$ cat src/rtl/rsh_pkg.sv
package rsh_pkg;
  // frame constants
  localparam logic [7:0] ADDR_BCAST = 8'h00;
  localparam logic [7:0] ADDR_MAX = 8'hf7;
  localparam logic [7:0] FC_READ = 8'h03;
  localparam logic [7:0] FC_WRITE1 = 8'h06;
  localparam logic [7:0] FC_DIAG = 8'h08;
  localparam logic [7:0] FC_WRITEN = 8'h10;
  localparam logic [7:0] FC_EXC_BIT = 8'h80;
  localparam logic [7:0] INFO_MAX = 8'hcb;
  localparam logic [7:0] WORDS_MAX = 8'h63;
  localparam logic [7:0] PNUM_MAX = 8'h63;
  localparam logic [7:0] EXC_BAD_FC = 8'h01;
  localparam logic [7:0] EXC_BAD_ADDR = 8'h02;
  localparam logic [15:0] CRC_INIT = 16'hffff;
  localparam logic [15:0] CRC_POLY = 16'ha001;
  localparam int READ_REQ_LEN = 8;
  // idle gap for frame boundary, in character times times two
  localparam int GAP_HALF_CHARS = 7;
  localparam int CLK_HZ = 20000000;

  // request summary handed from the receiver to the responder
  typedef struct packed {
    logic [7:0] fc;
    logic [7:0] group;
    logic [7:0] pnum;
    logic [15:0] count;
    logic bcast;
  } rsh_req_s;
endpackage : rsh_pkg

$ cat src/rtl/rsh_read_handler.sv
`timescale 1ns/100ps
module rsh_read_handler #(
  parameter int BAUD = 19200
) (
  input wire logic sys_clk,
  input wire logic rst,
  input wire logic [7:0] station_id,
  input wire logic [7:0] rx_data,
  input wire logic rx_valid,
  input wire logic rx_err,
  input wire logic rx_line,
  output logic [7:0] tx_data,
  output logic tx_valid,
  input wire logic tx_ready,
  output logic [7:0] par_group,
  output logic [7:0] par_num,
  output logic par_rd,
  input wire logic [15:0] par_data,
  input wire logic par_exists,
  output logic [7:0] wr_fc,
  output logic wr_exec
);
  // gap length: 11 bits per character, 3.5 characters
  localparam int BIT_CYC = rsh_pkg::CLK_HZ / BAUD;
  localparam int GAP_CYC = (rsh_pkg::GAP_HALF_CHARS * 11 * BIT_CYC + 1) / 2;

  typedef enum {S_RX, S_CHECK, S_HDR, S_FETCH, S_DATA, S_CRC, S_DROP} rsh_state_e;
  rsh_state_e state_q;

  logic [7:0] buf_q [0:207];
  logic [7:0] len_q;
  logic [7:0] need_q;
  logic bad_q;
  logic [15:0] crc_q;
  logic [2:0] line_q;
  logic [20:0] gap_q;
  logic frame_end;
  rsh_pkg::rsh_req_s req_q;
  logic [7:0] exc_q;
  logic [7:0] hidx_q;
  logic [7:0] words_q;
  logic [15:0] word_q;
  logic [15:0] txcrc_q;
  logic lo_q;

  function automatic logic [15:0] crc_step(input logic [15:0] c, input logic [7:0] b);
    logic [15:0] r;
    r = c ^ {8'h00, b};
    for (int i = 0; i < 8; i++)
    begin
      r = r[0] ? ((r >> 1) ^ rsh_pkg::CRC_POLY) : (r >> 1);
    end
    return r;
  endfunction : crc_step

  // line idle detector on synchronised pin
  always_ff @(posedge sys_clk)
  begin
    if (rst)
    begin
      line_q <= 3'h7;
      gap_q <= '0;
    end
    else
    begin
      line_q <= {line_q[1:0], rx_line};
      if (rx_valid || (line_q[2] != line_q[1]) || !line_q[1])
        gap_q <= '0;
      else if (gap_q != 21'(GAP_CYC))
        gap_q <= gap_q + 21'h1;
    end
  end
  assign frame_end = (gap_q == 21'(GAP_CYC - 1));

  // expected length from function code and byte count
  always_ff @(posedge sys_clk)
  begin
    if (rst)
      need_q <= 8'hff;
    else if (state_q != S_RX || frame_end)
      need_q <= 8'hff;
    else if (rx_valid && len_q == 8'h01)
      need_q <= (rx_data == rsh_pkg::FC_WRITEN || rx_data[7]) ? 8'hff : 8'h08;
    else if (rx_valid && len_q == 8'h06 && buf_q[1] == rsh_pkg::FC_WRITEN)
      need_q <= rx_data + 8'h09;
  end

  // receive, crc accumulate, length check
  always_ff @(posedge sys_clk)
  begin
    if (rst)
    begin
      len_q <= '0;
      bad_q <= 1'b0;
      crc_q <= rsh_pkg::CRC_INIT;
    end
    else if (state_q == S_RX)
    begin
      if (frame_end)
      begin
        len_q <= '0;
        bad_q <= 1'b0;
        crc_q <= rsh_pkg::CRC_INIT;
      end
      else if (rx_valid)
      begin
        if (len_q < 8'hd0)
        begin
          buf_q[len_q] <= rx_data;
          len_q <= len_q + 8'h1;
        end
        else
          bad_q <= 1'b1;
        crc_q <= crc_step(crc_q, rx_data);
        if (rx_err)
          bad_q <= 1'b1;
      end
    end
  end

  // request decode and validation
  always_ff @(posedge sys_clk)
  begin
    if (rst)
    begin
      req_q <= '0;
      exc_q <= '0;
    end
    else if (state_q == S_CHECK)
    begin
      req_q.fc <= buf_q[1];
      req_q.group <= buf_q[2];
      req_q.pnum <= buf_q[3];
      req_q.count <= {buf_q[4], buf_q[5]};
      req_q.bcast <= (buf_q[0] == rsh_pkg::ADDR_BCAST);
      exc_q <= 8'h00;
      if (!(buf_q[1] inside {rsh_pkg::FC_READ, rsh_pkg::FC_WRITE1,
                             rsh_pkg::FC_DIAG, rsh_pkg::FC_WRITEN}))
        exc_q <= rsh_pkg::EXC_BAD_FC;
      else if (buf_q[1] == rsh_pkg::FC_READ &&
               (!(buf_q[2] inside {[8'h00:8'h09], 8'h0b, [8'h1e:8'h27], 8'h29, 8'h2a}) ||
                buf_q[3] > rsh_pkg::PNUM_MAX))
        exc_q <= rsh_pkg::EXC_BAD_ADDR;
      else if (buf_q[1] == rsh_pkg::FC_READ &&
               (buf_q[4] != 8'h00 || buf_q[5] == 8'h00 || buf_q[5] > rsh_pkg::WORDS_MAX ||
                ({1'b0, buf_q[3]} + {1'b0, buf_q[5]}) > 9'h064))
        exc_q <= rsh_pkg::EXC_BAD_ADDR;
    end
  end

  // accepted frame check
  logic frame_ok;
  assign frame_ok = !bad_q && len_q >= 8'h04 && crc_q == 16'h0000 &&
                    (len_q == need_q || need_q == 8'hff) &&
                    buf_q[0] <= rsh_pkg::ADDR_MAX &&
                    (buf_q[0] == station_id || buf_q[0] == rsh_pkg::ADDR_BCAST);

  // main sequencer
  always_ff @(posedge sys_clk)
  begin
    if (rst)
      state_q <= S_RX;
    else
    begin
      unique case (state_q)
        S_RX:
          if (frame_end && len_q != 8'h00)
            state_q <= frame_ok ? S_CHECK : S_RX;
        S_CHECK:
          state_q <= (buf_q[0] == rsh_pkg::ADDR_BCAST) ? S_DROP : S_HDR;
        S_HDR:
          // write and diagnostic replies stop after station and function code
          if (tx_ready && (hidx_q == 8'h02 ||
                           (hidx_q == 8'h01 && exc_q == 8'h00 && req_q.fc != rsh_pkg::FC_READ)))
            state_q <= (exc_q != 8'h00 || req_q.fc != rsh_pkg::FC_READ) ? S_CRC : S_FETCH;
        S_FETCH:
          state_q <= S_DATA;
        S_DATA:
          if (tx_ready && lo_q)
            state_q <= (words_q == 8'h01) ? S_CRC : S_FETCH;
        S_CRC:
          if (tx_ready && lo_q)
            state_q <= S_RX;
        S_DROP:
          state_q <= S_RX;
      endcase
    end
  end

  // write and diagnostic functions are handed out on a strobe, broadcast included
  always_ff @(posedge sys_clk)
  begin
    if (rst)
    begin
      wr_exec <= 1'b0;
      wr_fc <= '0;
    end
    else
    begin
      // exc_q still holds the previous frame's verdict here, so decode the code itself
      wr_exec <= (state_q == S_CHECK) &&
                 buf_q[1] inside {rsh_pkg::FC_WRITE1, rsh_pkg::FC_DIAG, rsh_pkg::FC_WRITEN};
      if (state_q == S_CHECK)
        wr_fc <= buf_q[1];
    end
  end

  // parameter fetch, missing ones read as zero
  assign par_group = req_q.group;
  assign par_rd = (state_q == S_FETCH);
  always_ff @(posedge sys_clk)
  begin
    if (rst)
    begin
      par_num <= '0;
      words_q <= '0;
      word_q <= '0;
    end
    else if (state_q == S_CHECK)
    begin
      par_num <= buf_q[3];
      words_q <= buf_q[5];
    end
    else if (state_q == S_FETCH)
      word_q <= par_exists ? par_data : 16'h0000;
    else if (state_q == S_DATA && tx_ready && lo_q)
    begin
      par_num <= par_num + 8'h01;
      words_q <= words_q - 8'h01;
    end
  end

  // transmit byte selection
  always_comb
  begin
    tx_valid = state_q inside {S_HDR, S_DATA, S_CRC};
    tx_data = 8'h00;
    unique case (state_q)
      S_HDR:
        if (hidx_q == 8'h00)
          tx_data = station_id;
        else if (hidx_q == 8'h01)
          tx_data = (exc_q != 8'h00) ? (req_q.fc | rsh_pkg::FC_EXC_BIT) : req_q.fc;
        else
          tx_data = (exc_q != 8'h00) ? exc_q : {req_q.count[6:0], 1'b0};
      S_DATA:
        tx_data = lo_q ? word_q[7:0] : word_q[15:8];
      S_CRC:
        tx_data = lo_q ? txcrc_q[15:8] : txcrc_q[7:0];
      default:
        tx_data = 8'h00;
    endcase
  end

  // transmit counters and running crc
  always_ff @(posedge sys_clk)
  begin
    if (rst)
    begin
      hidx_q <= '0;
      lo_q <= 1'b0;
      txcrc_q <= rsh_pkg::CRC_INIT;
    end
    else if (state_q == S_CHECK)
    begin
      hidx_q <= '0;
      lo_q <= 1'b0;
      txcrc_q <= rsh_pkg::CRC_INIT;
    end
    else if (tx_valid && tx_ready)
    begin
      if (state_q != S_CRC)
        txcrc_q <= crc_step(txcrc_q, tx_data);
      if (state_q == S_HDR)
        hidx_q <= hidx_q + 8'h01;
      else
        lo_q <= !lo_q;
      if (state_q == S_HDR && hidx_q == 8'h02)
        lo_q <= 1'b0;
    end
  end

  // reply never leaves for a broadcast
  a_no_bcast_reply: assert property (@(posedge sys_clk) disable iff (rst)
    (state_q == S_CHECK && buf_q[0] == rsh_pkg::ADDR_BCAST) |=> !tx_valid [*2])
    else $error("reply started for broadcast");
  a_bad_crc_drop: assert property (@(posedge sys_clk) disable iff (rst)
    (state_q == S_RX && frame_end && crc_q != 16'h0000) |=> state_q == S_RX)
    else $error("bad crc frame accepted");
  a_exc_fc_bit: assert property (@(posedge sys_clk) disable iff (rst)
    (state_q == S_HDR && hidx_q == 8'h01 && exc_q != 8'h00) |-> tx_data[7])
    else $error("error reply lacks exception bit");
  a_bad_fc_code: assert property (@(posedge sys_clk) disable iff (rst)
    (state_q == S_CHECK && buf_q[1] == 8'h04) |=> exc_q == rsh_pkg::EXC_BAD_FC)
    else $error("unsupported function not flagged");
  a_count_limit: assert property (@(posedge sys_clk) disable iff (rst)
    (state_q == S_CHECK && buf_q[1] == rsh_pkg::FC_READ && buf_q[5] > 8'h63) |=> exc_q != 8'h00)
    else $error("oversize read accepted");
  a_group_gap: assert property (@(posedge sys_clk) disable iff (rst)
    (state_q == S_CHECK && buf_q[1] == rsh_pkg::FC_READ && buf_q[2] == 8'h28) |=>
    exc_q == rsh_pkg::EXC_BAD_ADDR)
    else $error("group 40 accepted");
  a_missing_zero: assert property (@(posedge sys_clk) disable iff (rst)
    (state_q == S_FETCH && !par_exists) |=> word_q == 16'h0000)
    else $error("missing parameter not zero");
  a_foreign_drop: assert property (@(posedge sys_clk) disable iff (rst)
    (state_q == S_RX && frame_end && buf_q[0] != station_id && buf_q[0] != 8'h00) |=>
    state_q == S_RX)
    else $error("foreign station frame accepted");
  a_ascending: assert property (@(posedge sys_clk) disable iff (rst)
    (state_q == S_DATA && tx_ready && lo_q && words_q != 8'h01) |=> par_num == $past(par_num) + 8'h01)
    else $error("parameter order broken");
  c_read_reply: cover property (@(posedge sys_clk) state_q == S_DATA && tx_ready);
  c_error_reply: cover property (@(posedge sys_clk) state_q == S_HDR && exc_q != 8'h00);
  c_broadcast: cover property (@(posedge sys_clk) state_q == S_DROP);
  a_write_strobe: assert property (@(posedge sys_clk) disable iff (rst)
    (state_q == S_CHECK && buf_q[1] == rsh_pkg::FC_WRITE1) |=> wr_exec)
    else $error("write function not handed out");
  c_write_exec: cover property (@(posedge sys_clk) wr_exec && req_q.bcast);
  c_long_read: cover property (@(posedge sys_clk) state_q == S_FETCH && words_q == 8'h63);
endmodule : rsh_read_handler

$ cat config.mk
export PLATFORM = sky130hd
export DESIGN_NAME = rsh_read_handler
export DESIGN_NICKNAME = d
export VERILOG_FILES = /design/src/rtl/rsh_pkg.sv /design/src/rtl/rsh_read_handler.sv
export SDC_FILE = /design/constraint.sdc
export NUM_CORES = 1
export LEC_CHECK = 0
export BUFFER_PORTS_ARGS = -buffer_cell sky130_fd_sc_hd__buf_2
export CORE_UTILIZATION = 45
export CTS_CLUSTER_DIAMETER = 100
export DETAILED_ROUTE_END_ITERATION = 6
export HOLD_SLACK_MARGIN = 0.02
export PLACE_DENSITY = 0.64
export SYNTH_ARGS = -nofsm -noshare
export SYNTH_HDL_FRONTEND = slang
export SYNTH_SLANG_ARGS = --single-unit
$ cat constraint.sdc
create_clock -name sys_clk -period 2.9 [get_ports sys_clk]
set_input_delay 0.145 -clock sys_clk [delete_from_list [all_inputs] [get_ports sys_clk]]
set_output_delay 0.145 -clock sys_clk [all_outputs]
set_load 0.01 [all_outputs]
==> flow_summary_export.csv <==
group,metric,value,unit
status,status,"completed",
global_route,grt_remaining_overflow,0,
place,gp_congestion,0.888,
power_and_ir_drop,vdd_drop_max,458,uV
synth,avgSynthCellArea,9.13,um^2
layout,regArea,4310,um^2
job,max-cap-violations,0,
timing,slew_headroom,46.7,%
timing,whs,35.1,ps
worst_setup_path,crit_start,"hidx_q[2]",
global_route,grt_first_pass_wirelength,39200,um
worst_setup_path,crit_buf_inv,1,
timing,setup_viol,0,
routing,highest-signal-layer,"met4",
power_and_ir_drop,clkPwrFrac,43.3,%
routing,drt_iter0_markers,623,
global_route,grt_max_degree,45,
routing,drt_first_pass_iters,5,
timing,fmax,359,MHz
synth,synth_cell_types,73,
power_and_ir_drop,p_switching,1.42,mW
power_and_ir_drop,combPwrFrac,8.1,%
layout,antenna_cells,0,
die,die_w,148,um
worst_setup_path,crit_type,"flip-flop to flip-flop",
synth,yosysMostFrequentCell,"nand2_1",
die,core_area,20600,um^2
routing,wl_per_cell,17.1,um
layout,syn_to_final_growth,17.8,%
clocking,root_buffer,"clkbuf_16",
power_and_ir_drop,leakagePower,4.31,nW
layout,num-nets-final,1205,
timing,skew,10.0,ps
die,rows,52,
routing,met2_length,11200,um
clocking,cts_buffers,17,
routing,drc,0,
timing,worst_slew_pin_slew,797,ps
clocking,cts_max_path_buffers,2,
worst_setup_path,end_kind,"flip-flop",
power_and_ir_drop,finalPower,5.87,mW
global_route,first_global_vias,7383,
worst_setup_path,cpPeakStageDelay,580,ps
worst_setup_path,critical_path.top_delay_family,"XOR/XNOR gates",
synth,ys_top_cells_by_count,"nand2_1 (152), dfxtp_1 (143), a21oi_1 (90)",
synth,yosysWarnings,0,
worst_setup_path,crit_chain,"or4_4, buf_4, o31ai_2, o31ai_2, xor2_2, xnor3_1, xor3_2, xnor3_1, o21ai_1",
clocking,cts_tree,"done",
synth,netlist_area,9570,um^2
synth,ys_ff_latch,191,
timing,worst_slack,114,ps
routing,vias,7906,
routing,viasPerCell,5.55,
synth,ys.flop_type,"dfxtp_1",
clocking,cts_htree_levels,4,
synth,syn-num-nets,1111,
timing,tns,0,ps
routing,met1_length,11400,um
synth,async_reset_ff_share,0,%
worst_hold_path,hp-class,"primary input to flip-flop",
worst_setup_path,r2r_start,"hidx_q[2]",
timing,hold_violations,0,
global_route,antenna_found_initial,0,
synth,yosysSeqAreaShare,45.0,%
die,initial_core_util,46.6,%
timing,maxSlewViolCount,0,
worst_setup_path,critPathMaxFanout,10,
worst_setup_path,cpMaxStageDelayCell,"or4_4",
clocking,clock_latency,440,ps
place,io_buffers,73,
worst_hold_path,hp-start,"rx_err",
global_route,track_usage,22.9,%
worst_setup_path,required,3200,ps
timing,min_period,2790,ps
timing,fin_crit_sh,96.1,%
synth,synth_top_area_share,29.9,%
synth,synth-edff-count,48,
clocking,cts.sinks,191,
power_and_ir_drop,seq_power_share,48.6,%
power_and_ir_drop,powerDensity,520,nW/um^2
power_and_ir_drop,p_int,4.45,mW
synth,netlist.top_cell.by_area,"dfxtp_1",
die,die-area,21900,um^2
routing,ant_nets,0,
clocking,clk_pin_slew,70,ps
synth,netlist_instances,1048,
timing,rsz0062_at_grt,"false",
layout,fill_cells,1877,
worst_setup_path,startpoint_type,"flip-flop",
routing,dr_wl_met3,1320,um
place,dpl_worst_slack,-66.7,ps
worst_setup_path,cp.arrival,3090,ps
die,io_pins,74,
power_and_ir_drop,switching_share,24.1,%
layout,final_layout_size_suffix_gt1_share,17.4,%
place,place_hpwl,17600,um
layout,multi_input_area,4990,um^2
place,place_area,10400,um^2
routing,wl,24300,um
synth,synthTopCellsByArea,"dfxtp_1 (30%), edfxtp_1 (15%), nand2_1 (6.0%)",
layout,final_area,11300,um^2
die,die_h,148,um
-- timing repair --
| item | in CTS | in global routing |
|---|---|---|
| buffers inserted | 1 | 3 |
| pin swaps | 1 | 4 |
| resized for setup | 1 | 9 |
| hold buffers | 16 | 0 |
| endpoints found under the hold margin | 16 | 0 |
| setup endpoints to repair | 3 | 3 |
| cloned | 0 | 0 |
-- worst register-to-register path, delay by kind of cell, from the launching register on --
kind	cells	cell delay, ps
XOR/XNOR	4	1090
AND/OR/NAND/NOR	1	580
AO/OA/AOI/OAI	3	430
flip-flops	1	350
buffers and inverters	1	200
-- final timing paths --
| path | to | slack, ps | depth (start not counted) |
|---|---|---|---|
| worst max-delay path | txcrc_q[0] | 110 | 9 |
| worst min-delay path | bad_q | 40 | 4 |
| worst max register to register | txcrc_q[0] | 110 | 9 |
| worst min register to register | line_q[1] | 420 | 1 |
-- through the flow --
step,instances,util [%]
finish,1425,54.9
detailed placement,1373,50.7
global route,1425,54.9
CTS,1422,54.6
floorplan,1048,-
global placement,1373,50.7
-- layout make-up --
| cell class | instances | area share, % |
|---|---|---|
| multi-input combinational | 774 | 44.2 |
| sequential | 191 | 38.2 |
| timing repair buffer | 138 | 8.25 |
| clock buffer | 21 | 4.28 |
| tap | 270 | 3.00 |
| clock inverter | 11 | 1.35 |
| inverter | 20 | 0.666 |
-- metal layers --
| layer | GRT usage, % | vias up |
|---|---|---|
| li1 | - | 3910 |
| met1 | 32.0 | 3762 |
| met2 | 35.8 | 211 |
| met3 | 4.51 | 23 |
| met4 | 6.86 | 0 |
| met5 | 0 | - |
-- state kept, by name, indices dropped and copies added, names as in the netlist --
name and flops:
need_q 8, crc_q 16, bad_q 1, par_num 8, txcrc_q 16, wr_fc 8, gap_q 21, line_q 3
exc_q 2, par_group 8, state_q 3, wr_exec 1, word_q 16, req_q 7, lo_q 1, hidx_q 8
len_q 8, words_q 8, buf_q 48
-- cells in the final DEF (no fill, tap or decap), types with 40 or more instances in the layout --
| cell | Yosys | final |
|---|---|---|
| buf_4 | 16 | 46 |
| nand2_1 | 152 | 152 |
| buf_2 | 3 | 73 |
| edfxtp_1 | 48 | 48 |
| nand3_1 | 52 | 52 |
| nor2_1 | 76 | 75 |
| dfxtp_1 | 143 | 141 |
| xor2_1 | 50 | 47 |
| a21oi_1 | 90 | 90 |
| xnor2_1 | 41 | 40 |
-- power groups by stage --
stage	Clock [mW]	Combinational [mW]	Sequential, mW
2_1_floorplan	0	0.334	2.90
3_3_place_gp	0	0.456	2.91
3_5_place_dp	0	0.461	2.91
4_1_cts	2.57	0.479	2.85
5_1_grt	2.69	0.530	2.86
6_report	2.54	0.476	2.85
-- kinds of logic after synthesis --
family / count (synthesis) / synth area share [%]
flops: 191 / 45.0
compound gates: 218 / 14.3
buf+inv: 83 / 3.92
xor+xnor: 97 / 9.62
simple gates: 422 / 21.5
mux: 13 / 2.42
fa+ha+maj: 24 / 3.22
Power figures use the tool's default switching activity.
